$ cat src/flash_cmd_pkg.sv
package flash_cmd_pkg;

    // opcode set
    localparam logic [7:0] OP_READ_FAST = 8'h0b;
    localparam logic [7:0] OP_READ_SLOW = 8'h03;
    localparam logic [7:0] OP_READ_DUAL = 8'h3b;
    localparam logic [7:0] OP_PAGE_ERASE = 8'h81;
    localparam logic [7:0] OP_BLK_ERASE_4K = 8'h20;
    localparam logic [7:0] OP_BLK_ERASE_32K = 8'h52;
    localparam logic [7:0] OP_BLK_ERASE_64K = 8'hd8;
    localparam logic [7:0] OP_CHIP_ERASE_A = 8'h60;
    localparam logic [7:0] OP_CHIP_ERASE_B = 8'hc7;
    localparam logic [7:0] OP_PROG = 8'h02;
    localparam logic [7:0] OP_PROG_DUAL = 8'ha2;
    localparam logic [7:0] OP_SEQ_PROG_A = 8'had;
    localparam logic [7:0] OP_SEQ_PROG_B = 8'haf;
    localparam logic [7:0] OP_WR_ENABLE = 8'h06;
    localparam logic [7:0] OP_WR_DISABLE = 8'h04;
    localparam logic [7:0] OP_PROTECT = 8'h36;
    localparam logic [7:0] OP_UNPROTECT = 8'h39;
    localparam logic [7:0] OP_PROT_READ = 8'h3c;
    localparam logic [7:0] OP_OTP_PROG = 8'h9b;
    localparam logic [7:0] OP_OTP_READ = 8'h77;
    localparam logic [7:0] OP_STAT_READ = 8'h05;
    localparam logic [7:0] OP_STAT_INT = 8'h25;
    localparam logic [7:0] OP_STAT_WR1 = 8'h01;
    localparam logic [7:0] OP_STAT_WR2 = 8'h31;
    localparam logic [7:0] OP_RESET = 8'hf0;
    localparam logic [7:0] OP_ID_READ = 8'h9f;
    localparam logic [7:0] OP_DEEP_PD = 8'hb9;
    localparam logic [7:0] OP_RESUME_PD = 8'hab;
    localparam logic [7:0] OP_ULTRA_PD = 8'h79;

    // array geometry and counts
    localparam int ADDR_W = 19;
    localparam logic [18:0] ADDR_TOP = 19'h7ffff;
    localparam logic [18:0] ADDR_ZERO = 19'h00000;
    localparam logic [1:0] ADDR_BYTES = 2'h3;
    localparam logic [2:0] LAST_BIT = 3'h7;
    localparam logic [2:0] STEP_SINGLE = 3'h1;
    localparam logic [2:0] STEP_DUAL = 3'h2;

    typedef enum logic [2:0] {
        ST_IDLE = 3'b000,
        ST_OPC = 3'b001,
        ST_ADDR = 3'b010,
        ST_DUMMY = 3'b011,
        ST_DATA = 3'b100,
        ST_READ = 3'b101,
        ST_IGNORE = 3'b110
    } seq_state_e;

    typedef enum logic [2:0] {
        K_NONE = 3'b000,
        K_READ = 3'b001,
        K_DUAL = 3'b010,
        K_WRIN = 3'b011,
        K_RDOUT = 3'b100,
        K_CTRL = 3'b101
    } cmd_kind_e;

    typedef struct packed {
        logic ok;
        logic [1:0] naddr;
        logic [1:0] ndum;
        cmd_kind_e kind;
    } decode_s;

    // opcode to byte counts and kind; sequential mode drops the address
    function automatic decode_s decode(input logic [7:0] op, input logic seq);
        decode_s d;
        d = '{ok: 1'b1, naddr: 2'h0, ndum: 2'h0, kind: K_CTRL};
        unique case (op)
            OP_READ_FAST: d = '{1'b1, ADDR_BYTES, 2'h1, K_READ};
            OP_READ_SLOW: d = '{1'b1, ADDR_BYTES, 2'h0, K_READ};
            OP_READ_DUAL: d = '{1'b1, ADDR_BYTES, 2'h1, K_DUAL};
            OP_PAGE_ERASE, OP_BLK_ERASE_4K, OP_BLK_ERASE_32K, OP_BLK_ERASE_64K,
            OP_PROTECT, OP_UNPROTECT: d.naddr = ADDR_BYTES;
            OP_CHIP_ERASE_A, OP_CHIP_ERASE_B, OP_WR_ENABLE, OP_WR_DISABLE,
            OP_DEEP_PD, OP_RESUME_PD, OP_ULTRA_PD: d.kind = K_CTRL;
            OP_PROG, OP_PROG_DUAL, OP_OTP_PROG:
                d = '{1'b1, ADDR_BYTES, 2'h0, K_WRIN};
            OP_SEQ_PROG_A, OP_SEQ_PROG_B:
                d = '{1'b1, seq ? 2'h0 : ADDR_BYTES, 2'h0, K_WRIN};
            OP_PROT_READ: d = '{1'b1, ADDR_BYTES, 2'h0, K_RDOUT};
            OP_OTP_READ: d = '{1'b1, ADDR_BYTES, 2'h2, K_RDOUT};
            OP_STAT_READ, OP_ID_READ: d.kind = K_RDOUT;
            OP_STAT_INT: d.ndum = 2'h1;
            OP_STAT_WR1, OP_STAT_WR2, OP_RESET: d.kind = K_WRIN;
            default: d = '{1'b0, 2'h0, 2'h0, K_NONE};
        endcase
        return d;
    endfunction : decode

    // array address step, wraps top to zero with no gap
    function automatic logic [18:0] addr_inc(input logic [18:0] a);
        return (a == ADDR_TOP) ? ADDR_ZERO : 19'(a + 19'h1);
    endfunction : addr_inc

endpackage : flash_cmd_pkg

$ cat src/spi_link_if.sv
`timescale 1ns/1ps
`default_nettype none
// synchronised serial link events, one mclk domain
interface spi_link_if;
    logic cs_act;
    logic sck_rise;
    logic sck_fall;
    logic si_bit;
    modport src (output cs_act, output sck_rise, output sck_fall, output si_bit);
    modport dst (input cs_act, input sck_rise, input sck_fall, input si_bit);
endinterface : spi_link_if
`default_nettype wire

$ cat src/flash_cmd_read_path.sv
`timescale 1ns/1ps
`default_nettype none
module flash_cmd_read_path (
    input wire logic mclk,
    input wire logic rst_b,
    input wire logic cs_pin_b,
    input wire logic sck_pin,
    input wire logic bidir_in_line_in,
    output logic bidir_in_line_out,
    output logic bidir_in_line_oe_b,
    output logic so_out,
    output logic so_oe_b,
    output logic [18:0] mem_addr,
    input wire logic [7:0] mem_data,
    output logic [7:0] cmd_code,
    output logic [18:0] cmd_addr,
    output logic cmd_strobe,
    output logic [7:0] wdata,
    output logic wdata_strobe
);
    spi_link_if lnk ();

    spi_pin_sync u_sync (
        .mclk(mclk),
        .rst_b(rst_b),
        .cs_pin_b(cs_pin_b),
        .sck_pin(sck_pin),
        .si_pin(bidir_in_line_in),
        .lnk(lnk)
    );

    flash_cmd_pkg::seq_state_e state_reg, state_next;
    flash_cmd_pkg::decode_s dec_reg, dec_next;
    logic [2:0] bit_reg, bit_next;
    logic [1:0] byte_reg, byte_next;
    logic [7:0] in_reg, in_next;
    logic [7:0] opc_reg, opc_next;
    logic [18:0] addr_reg, addr_next;
    logic [7:0] out_sh_reg, out_sh_next;
    logic [7:0] wdata_reg, wdata_next;
    logic seq_reg, seq_next;
    logic so_reg, so_next;
    logic lo_bit_reg, lo_bit_next;
    logic oe_reg, oe_next;
    logic cmd_strobe_reg, cmd_strobe_next;
    logic wdata_strobe_reg, wdata_strobe_next;
    logic [7:0] in_byte;
    logic byte_end;
    logic go;
    logic is_dual;
    flash_cmd_pkg::decode_s dec_now;

    assign in_byte = {in_reg[6:0], lnk.si_bit};
    assign byte_end = lnk.sck_rise && (bit_reg == flash_cmd_pkg::LAST_BIT);
    assign dec_now = flash_cmd_pkg::decode(in_byte, seq_reg);
    assign is_dual = (dec_reg.kind == flash_cmd_pkg::K_DUAL);

    // command sequencer next state
    always_comb begin
        state_next = state_reg;
        dec_next = dec_reg;
        bit_next = bit_reg;
        byte_next = byte_reg;
        in_next = in_reg;
        opc_next = opc_reg;
        addr_next = addr_reg;
        out_sh_next = out_sh_reg;
        wdata_next = wdata_reg;
        seq_next = seq_reg;
        so_next = so_reg;
        lo_bit_next = lo_bit_reg;
        oe_next = oe_reg;
        cmd_strobe_next = 1'b0;
        wdata_strobe_next = 1'b0;
        go = 1'b0;
        if (!lnk.cs_act) begin
            state_next = flash_cmd_pkg::ST_IDLE;
            oe_next = 1'b0;
            bit_next = 3'h0;
        end else begin
            // header shifting at rising clock, except while idle or streaming out
            if (lnk.sck_rise && state_reg != flash_cmd_pkg::ST_READ
                    && state_reg != flash_cmd_pkg::ST_IDLE) begin
                in_next = in_byte;
                bit_next = 3'(bit_reg + 3'h1);
            end
            unique case (state_reg)
                flash_cmd_pkg::ST_IDLE: begin
                    state_next = flash_cmd_pkg::ST_OPC;
                    bit_next = 3'h0;
                end
                flash_cmd_pkg::ST_OPC: begin
                    if (byte_end) begin
                        opc_next = in_byte;
                        dec_next = dec_now;
                        if (!dec_now.ok) begin
                            state_next = flash_cmd_pkg::ST_IGNORE;
                        end else if (dec_now.naddr != 2'h0) begin
                            state_next = flash_cmd_pkg::ST_ADDR;
                            byte_next = 2'(dec_now.naddr - 2'h1);
                        end else if (dec_now.ndum != 2'h0) begin
                            state_next = flash_cmd_pkg::ST_DUMMY;
                            byte_next = 2'(dec_now.ndum - 2'h1);
                        end else begin
                            go = 1'b1;
                        end
                    end
                end
                flash_cmd_pkg::ST_ADDR: begin
                    if (lnk.sck_rise) begin
                        addr_next = {addr_reg[17:0], lnk.si_bit};
                    end
                    if (byte_end) begin
                        if (byte_reg != 2'h0) begin
                            byte_next = 2'(byte_reg - 2'h1);
                        end else if (dec_reg.ndum != 2'h0) begin
                            state_next = flash_cmd_pkg::ST_DUMMY;
                            byte_next = 2'(dec_reg.ndum - 2'h1);
                        end else begin
                            go = 1'b1;
                        end
                    end
                end
                flash_cmd_pkg::ST_DUMMY: begin
                    if (byte_end) begin
                        if (byte_reg != 2'h0) begin
                            byte_next = 2'(byte_reg - 2'h1);
                        end else begin
                            go = 1'b1;
                        end
                    end
                end
                flash_cmd_pkg::ST_DATA: begin
                    if (byte_end) begin
                        wdata_next = in_byte;
                        wdata_strobe_next = 1'b1;
                    end
                end
                flash_cmd_pkg::ST_READ: begin
                    // output changes at the falling clock
                    if (lnk.sck_fall) begin
                        oe_next = 1'b1;
                        if (bit_reg == 3'h0) begin
                            so_next = mem_data[7];
                            lo_bit_next = mem_data[6];
                            out_sh_next = is_dual ? {mem_data[5:0], 2'h0}
                                : {mem_data[6:0], 1'h0};
                            addr_next = flash_cmd_pkg::addr_inc(addr_reg);
                        end else begin
                            so_next = out_sh_reg[7];
                            lo_bit_next = out_sh_reg[6];
                            out_sh_next = is_dual ? {out_sh_reg[5:0], 2'h0}
                                : {out_sh_reg[6:0], 1'h0};
                        end
                        bit_next = 3'(bit_reg + (is_dual ? flash_cmd_pkg::STEP_DUAL
                            : flash_cmd_pkg::STEP_SINGLE));
                    end
                end
                flash_cmd_pkg::ST_IGNORE: begin
                    state_next = flash_cmd_pkg::ST_IGNORE;
                end
                default: state_next = flash_cmd_pkg::ST_IDLE;
            endcase
            // header complete: announce command and pick the data phase
            if (go) begin
                cmd_strobe_next = 1'b1;
                bit_next = 3'h0;
                if (state_reg == flash_cmd_pkg::ST_OPC && dec_now.kind == flash_cmd_pkg::K_WRIN
                        && (in_byte == flash_cmd_pkg::OP_SEQ_PROG_A
                        || in_byte == flash_cmd_pkg::OP_SEQ_PROG_B)) begin
                    addr_next = flash_cmd_pkg::addr_inc(addr_reg);
                end
                seq_next = (opc_next == flash_cmd_pkg::OP_SEQ_PROG_A)
                    || (opc_next == flash_cmd_pkg::OP_SEQ_PROG_B);
                unique case (dec_next.kind)
                    flash_cmd_pkg::K_READ, flash_cmd_pkg::K_DUAL:
                        state_next = flash_cmd_pkg::ST_READ;
                    flash_cmd_pkg::K_WRIN: state_next = flash_cmd_pkg::ST_DATA;
                    default: state_next = flash_cmd_pkg::ST_IGNORE;
                endcase
            end
        end
    end

    always_ff @(posedge mclk) begin
        if (!rst_b) begin
            state_reg <= flash_cmd_pkg::ST_IDLE;
            dec_reg <= '{1'b0, 2'h0, 2'h0, flash_cmd_pkg::K_NONE};
            bit_reg <= 3'h0;
            byte_reg <= 2'h0;
            in_reg <= 8'h00;
            opc_reg <= 8'h00;
            addr_reg <= 19'h00000;
            out_sh_reg <= 8'h00;
            wdata_reg <= 8'h00;
            seq_reg <= 1'b0;
            so_reg <= 1'b0;
            lo_bit_reg <= 1'b0;
            oe_reg <= 1'b0;
            cmd_strobe_reg <= 1'b0;
            wdata_strobe_reg <= 1'b0;
        end else begin
            state_reg <= state_next;
            dec_reg <= dec_next;
            bit_reg <= bit_next;
            byte_reg <= byte_next;
            in_reg <= in_next;
            opc_reg <= opc_next;
            addr_reg <= addr_next;
            out_sh_reg <= out_sh_next;
            wdata_reg <= wdata_next;
            seq_reg <= seq_next;
            so_reg <= so_next;
            lo_bit_reg <= lo_bit_next;
            oe_reg <= oe_next;
            cmd_strobe_reg <= cmd_strobe_next;
            wdata_strobe_reg <= wdata_strobe_next;
        end
    end

    // pin and user-side outputs
    assign so_out = so_reg;
    assign so_oe_b = ~oe_reg;
    assign bidir_in_line_out = lo_bit_reg;
    assign bidir_in_line_oe_b = ~(oe_reg & is_dual);
    assign mem_addr = addr_reg;
    assign cmd_code = opc_reg;
    assign cmd_addr = addr_reg;
    assign cmd_strobe = cmd_strobe_reg;
    assign wdata = wdata_reg;
    assign wdata_strobe = wdata_strobe_reg;
endmodule : flash_cmd_read_path
`default_nettype wire

$ cat src/spi_pin_sync.sv
`timescale 1ns/1ps
`default_nettype none
module spi_pin_sync (
    input wire logic mclk,
    input wire logic rst_b,
    input wire logic cs_pin_b,
    input wire logic sck_pin,
    input wire logic si_pin,
    spi_link_if.src lnk
);
    // bit 0 sck, bit 1 si, bit 2 cs_b
    logic [2:0] meta_reg, meta_next;
    logic [2:0] sync_reg, sync_next;
    logic sck_prev_reg, sck_prev_next;

    // two-stage synchroniser plus edge history
    always_comb begin
        meta_next = {cs_pin_b, si_pin, sck_pin};
        sync_next = meta_reg;
        sck_prev_next = sync_reg[0];
    end

    always_ff @(posedge mclk) begin
        if (!rst_b) begin
            meta_reg <= 3'h4;
            sync_reg <= 3'h4;
            sck_prev_reg <= 1'b0;
        end else begin
            meta_reg <= meta_next;
            sync_reg <= sync_next;
            sck_prev_reg <= sck_prev_next;
        end
    end

    // edges taken from the clean copy only
    assign lnk.cs_act = ~sync_reg[2];
    assign lnk.sck_rise = sync_reg[0] & ~sck_prev_reg;
    assign lnk.sck_fall = ~sync_reg[0] & sck_prev_reg;
    assign lnk.si_bit = sync_reg[1];
endmodule : spi_pin_sync
`default_nettype wire

$ cat config.mk
export PLATFORM = sky130hd
export DESIGN_NAME = flash_cmd_read_path
export DESIGN_NICKNAME = d
export VERILOG_FILES = /design/src/flash_cmd_pkg.sv /design/src/spi_link_if.sv /design/src/flash_cmd_read_path.sv /design/src/spi_pin_sync.sv
export SDC_FILE = /design/constraint.sdc
export NUM_CORES = 1
export LEC_CHECK = 0
export BUFFER_PORTS_ARGS = -buffer_cell sky130_fd_sc_hd__buf_4
export CAP_MARGIN = 5
export CORE_MARGIN = 1
export CORE_UTILIZATION = 40
export CTS_CLUSTER_SIZE = 8
export DETAILED_ROUTE_END_ITERATION = 12
export MAX_ROUTING_LAYER = met4
export PLACE_DENSITY = 0.64
export SYNTH_ARGS = -nofsm -noshare
export SYNTH_HDL_FRONTEND = slang
export SYNTH_SLANG_ARGS = --single-unit
export TNS_END_PERCENT = 30
$ cat constraint.sdc
create_clock -name mclk -period 3.82 [get_ports mclk]
set_input_delay 0.382 -clock mclk [delete_from_list [all_inputs] [get_ports mclk]]
set_output_delay 0.382 -clock mclk [all_outputs]
set_load 0.05 [all_outputs]
**After elaboration in Yosys (flattened, before gate mapping)**

Index checks and enable logic that the tools add are counted.
W data, S select, Z words.

- Register bits: 76
- Bits of input ports: 13
- Output and inout bits: 60
- Word-level logic and storage cells: 192

- $add $sub $neg: 7
- Equal/unequal tests: 58
- Multiplexer cells: 60
- Bitwise operators: 10
- Reductions and logical operators: 38

Operator list:

| kind | count |
|---|---|
| $mux W19 | 6 |
| $eq A8 B8 Y1 const B | 13 |
| $eq A8 B6 Y1 const B | 7 |
| $mux W8 | 6 |
| $pmux W19 S2 | 1 |
| $eq A8 B7 Y1 const B | 4 |
| $mux W3 | 10 |
| $pmux W3 S5 | 2 |
| $reduce_or A29 Y1 | 1 |
| $reduce_or A14 Y1 | 2 |
| $eq A8 B3 Y1 const B | 3 |
| $mux W2 | 11 |
| $ne A3 B3 Y1 const B | 7 |
| $add A19 B1 Y19 const B | 1 |
| $eq A19 B19 Y1 const B | 1 |
| $eq A3 B2 Y1 const B | 6 |
| $eq A8 B2 Y1 const B | 2 |
| $mux W1 | 15 |
| $mux W5 | 3 |
| $eq A3 B3 Y1 const B | 4 |
| $pmux W2 S2 | 3 |
| $reduce_bool A2 Y1 | 6 |
| $reduce_or A3 Y1 | 4 |
| $ne A2 B2 Y1 const B | 5 |
| 24 further kinds | 50 |

**Depth between registers and ports, before layout**

- Word-level depth: 12
- Mapped depth: 12
- Depth with buffers taken out: 11

**Modules after synthesis**

A second synthesis with hierarchy kept.

- Cell total of the unflattened synthesis: 606
- Area, all modules: 4,762.1 µm²

Modules (own cells, without submodules):

| module | times used | cells each | area an instance (µm²) | seq. area each (µm²) |
|---|---|---|---|---|
| flash_cmd_read_path | 1 | 589 | 4,561.9 | 1,361.3 |
| spi_pin_sync | 1 | 17 | 200.2 | 140.1 |

**Worst setup path before layout**

Ideal clock, no wire load.

- Path kind: reg-to-reg
- Start: register bit_reg[1]
- End: register addr_reg[16], in the netlist cmd_addr[16]
- Setup time: 0.130 ns
- Arrival: 2.713 ns
- Required time: 3.690 ns
- Path slack: 0.976 ns
- Stages on the path, launching flop included: 11
- Buffers on the path: 0
- Path through: dfxtp_1 -> ha_1 -> ha_1 -> nand3b_1 -> or3_1 -> or2_2 -> nor4_2 -> a21oi_2 -> a21oi_4 -> a21boi_0 -> o32ai_1

- Cells in the longest elaborated chain, start to end: 6

RTL lines:

| item | line | text |
|---|---|---|
| start: declaration | flash_cmd_read_path.sv:34 | `logic [2:0] bit_reg, bit_next;` |
| start signal: assignment | flash_cmd_read_path.sv:205 | `bit_reg <= bit_next;` |
| $eq A3 B3 Y1 / $logic_not A3 Y1 (equally long branches) | flash_cmd_read_path.sv:54, flash_cmd_read_path.sv:143 |  |
| $logic_and A1 B1 Y1 / $mux W19 (equally long branches) | flash_cmd_read_path.sv:54, flash_cmd_read_path.sv:143 |  |
| $mux W1 (tied with other cells) | flash_cmd_read_path.sv:125 | `if (byte_end) begin` |
| $pmux W1 S3 / $pmux W19 S2 (equally long branches) | flash_cmd_read_path.sv:87 | `unique case (state_reg)` |
| $mux W1 / $mux W19 (equally long branches) | flash_cmd_read_path.sv:76, flash_cmd_read_path.sv:168 |  |
| $mux W19 (*) | flash_cmd_read_path.sv:165 | `if (go) begin` |
| end signal: assignment | flash_cmd_read_path.sv:209 | `addr_reg <= addr_next;` |
| end: declaration | flash_cmd_read_path.sv:38 | `logic [18:0] addr_reg, addr_next;` |

Mark *: on every way between the ends. The rest lies on a longest branch, timed or not. The select of a mux whose other input is x is not followed.
A chain may end at the register's enable or synchronous reset.

**Worst setup path after layout**

- Start: register in_reg[6]
- End: register addr_reg[16], in the netlist cmd_addr[16]

- Cells in the longest elaborated chain, start to end: 11

RTL lines:

| item | line | text |
|---|---|---|
| start: declaration | flash_cmd_read_path.sv:36 | `logic [7:0] in_reg, in_next;` |
| start signal: assignment | flash_cmd_read_path.sv:207 | `in_reg <= in_next;` |
| $eq A8 B6 Y1 / $eq A8 B4 Y1 (equally long branches) | flash_cmd_pkg.sv:73 | `unique case (op)` |
| $reduce_or A3 Y1 (no source line) | -- |  |
| $pmux W2 S2 | flash_cmd_pkg.sv:73 |  |
| $reduce_bool A2 Y1 | flash_cmd_read_path.sv:101 | `end else if (dec_now.ndum != 2'h0) begin` |
| $mux W1 | flash_cmd_read_path.sv:101 |  |
| $mux W1 | flash_cmd_read_path.sv:98 | `end else if (dec_now.naddr != 2'h0) begin` |
| $mux W1 | flash_cmd_read_path.sv:96 | `if (!dec_now.ok) begin` |
| $mux W1 | flash_cmd_read_path.sv:93 | `if (byte_end) begin` |
| $pmux W1 S3 | flash_cmd_read_path.sv:87 |  |
| $mux W1 | flash_cmd_read_path.sv:76 | `if (!lnk.cs_act) begin` |
| $mux W19 (*) | flash_cmd_read_path.sv:165 |  |

Marked as above.

==> run_results.csv <==
group,metric,value,unit
setup_path,criticalPathCategory,"reg2reg",
grt,grt_max_degree,47,
setup_path,crit_start,"in_reg[6]$_SDFFE_PN0P_",
floorplanning,dieArea,12150,um2
power,power.internal,0.001456,W
setup_path,crit_chain,"nor4bb_1, nand4_1, or2_2, nor4_2, buf_4, a21oi_2, a21oi_4, a21boi_0, o32ai_1",
sta,grt_setup_unrepaired,"no",
worst_hold_path,holdCritStartpoint,"cs_pin_b",
clock_network,clock_path_buffers,2,
clock_network,cts_resized,0,
sta,finalCritPeriodShare,0.8334,
clock_network,cts_made_buffers,9,
clock_network,ctsHtreeMaxLevel,3,
setup_path,cp-end-kind,"flip-flop",
synthesis,synth_area_leaders,"dfxtp_1, a21oi_1, nor2_1, nand2_1, mux2i_1",
finish,fill_cells,1129,
sta,finalSetupTns,0,ps
power,powerDensity,336.7,nW/um2
synthesis,synth_area,4687,um2
floorplanning,pin_count,73,
synthesis,synthArstFlopShare,0,
route,route.vias.total,4691,
floorplanning,die_h,110.2,um
grt,antenna_found_initial,0,
clock_network,cts_hold_buf,0,
sta,min_period,3184,ps
synthesis,yosysWarnings,0,
setup_path,slowest_stage,"dfxtp_1",
setup_path,critPathMaxStageDelay,680,ps
floorplanning,die_w,110.2,um
power,p_switching,0.0004057,W
route,drcViolationCount,0,
synthesis,yosysTopAreaCell,"dfxtp_1",
synthesis,synth_nets,644,
power,pwr-share-clk,0.535,
flow_run,cap_violations,0,
clock_network,cts_tree,"yes",
floorplanning,rows,39,
power,power_frac_comb,0.040,
setup_path,cp.required,4030,ps
sta,slew_headroom,0.3671,
worst_hold_path,min-delay-path-class,"in2reg",
synthesis,synth_top_area_frac,0.3203,
synthesis,synthFlopType,"dfxtp_1",
clock_network,worstSkewPairLatency,340,ps
setup_path,start_kind,"flip-flop",
power,switching_share,0.2180,
setup_path,cpLargestDelayFamily,"simple AND/OR/NAND/NOR gates",
finish,drive_gt1_frac,0.1785,
route,dr.pass1.iters,7,
sta,slew_violations,0,
finish,final_cell_area,5529,um2
finish,area_growth,17.97,%
synthesis,syn_area_per_cell,7.523,um2
run_status,outcome,"finished, final reports clean",
synthesis,ys_ff_latch,75,
power,ir_worst_vdd,0.1793,mV
grt,gr-total-overflow,0,
sta,setup_viol,0,
sta,fin_worst_skew,7.507,ps
route,ant_nets,0,
finish,largest_register_ffs,19,
synthesis,ys_seq_area_frac,0.3203,
setup_path,crit_arrival,3390,ps
finish,final_nets,677,
grt,grt_pass1_vias,4221,
synthesis,synth_edf_count,0,
finish,diodes,0,
power,leakagePower,2.144,nW
placement,io_buffers,72,
sta,finalHoldViolCount,0,
sta,tightest_slew,945.9,ps
synthesis,synth_cell_types,66,
sta,fmax,314.1,MHz
finish,post-route-util,0.4842,
route,avgRoutedWirePerCell,15.89,um
placement,gp_congestion,0.9641,
grt,grt_usage,0.2276,
clock_network,cts_setup_buffers,0,
placement,placed_area,5180,um2
route,drt_iter0_drc,347,
clock_network,root_buffer,"clkbuf_16",
clock_network,clock-sinks,75,
clock_network,path_clk_slew,60,ps
floorplanning,initial_core_util,0.4105,
route,drt_wl_total,12780,um
setup_path,path_max_fanout,17,
placement,place_hpwl,8891,um
power,p_seq_frac,0.426,
route,post_drt_via_cell_ratio,5.835,
setup_path,timing.rr.start,"in_reg[6]$_SDFFE_PN0P_",
grt,grt_pass1_wl,21050,um
setup_path,path_buf_inv,1,
floorplanning,coreArea,11420,um2
synthesis,syn_inst,623,
-- placed cells by master, fill, tap and decap left out, drive strengths merged, types with 9 or more instances in the layout --
master	count
a21oi	61
and2	13
and3	9
buf	84
clkbuf	9
dfxtp	75
inv	19
mux2i	27
nand2	73
nand3	25
nand4	11
nor2	74
nor2b	9
nor3	15
o21ai	30
-- layer usage --
layer  vias to the layer above  share of wire  global-route usage
met3                        36          0.062             0.04292
met5                         -              0                   -
li1                       2276              -                   -
met4                         0          0.025             0.09962
met2                       202           0.47              0.3478
met1                      2177           0.45              0.2924
-- cell families (layout without fill, tap and decap cells) --
logic type      after synthesis  in the layout  share of synthesized area
simple gates                274            274                     0.2944
compound gates              151            151                     0.2077
buf+inv                      81            119                    0.08382
flops                        75             75                     0.3203
mux                          27             27                    0.05766
fa+ha+maj                     8              8                    0.02296
xor+xnor                      7              7                    0.01308
-- power groups by stage --
stage | Clock [W] | Combinational, W | Sequential, W
detailed placement | 0 | 0.0000737 | 0.000810
finish | 0.000995 | 0.0000740 | 0.000792
floorplan | 0 | 0.0000480 | 0.000810
CTS | 0.00102 | 0.0000741 | 0.000792
global route | 0.00105 | 0.0000814 | 0.000793
global placement | 0 | 0.0000730 | 0.000810
-- worst paths after layout --
path	slack, ps	end	depth (start not counted)
max	640	cmd_addr[16]$_SDFFE_PN0N_	9
min	230	u_sync.meta_reg[2]$_SDFF_PN1_	2
max reg2reg	640	cmd_addr[16]$_SDFFE_PN0N_	9
min reg2reg	410	u_sync.sync_reg[2]$_SDFF_PN1_	1
-- worst reg2reg max path: cells and delay by family, from the launching register on --
family | cells | cell delay, ps
buffers and inverters | 1 | 250
flip-flops | 1 | 680
AND/OR/NAND/NOR | 4 | 1380
AO/OA/AOI/OAI | 4 | 740
-- per-stage QoR --
step | setup slack (ps) | total power [W] | hold WS [ps] | instances
after floorplan | 976.2 | 0.0008583 | 386.3 | 623
after global placement | 789.3 | 0.0008827 | 395.8 | 788
after detailed placement | 687.3 | 0.0008834 | 396.4 | 788
after global routing | 405.9 | 0.001925 | 221.7 | 804
final | 636.2 | 0.001861 | 228.8 | 804
after CTS | 684.5 | 0.001882 | 218.0 | 804
-- area by class of cell --
class	instances	area, um2	area share
timing repair buffer	84	630.6	0.1141
clock inverter	7	123.9	0.02240
sequential	75	1501	0.2716
multi-input combinational	467	2798	0.5060
inverter	19	71.32	0.01290
clock buffer	9	225.2	0.04073
tap	143	178.9	0.03236
-- cells in the mapped netlist (13+ instances only) --
| master | instances |
|---|---|
| a21oi_1 | 59 |
| and2_1 | 13 |
| buf_4 | 21 |
| clkbuf_1 | 30 |
| dfxtp_1 | 75 |
| inv_1 | 18 |
| mux2i_1 | 27 |
| nand2_1 | 73 |
| nand3_1 | 25 |
| nor2_1 | 74 |
| nor3_1 | 14 |
| o21ai_0 | 29 |
Power figures use the tool's default switching activity.
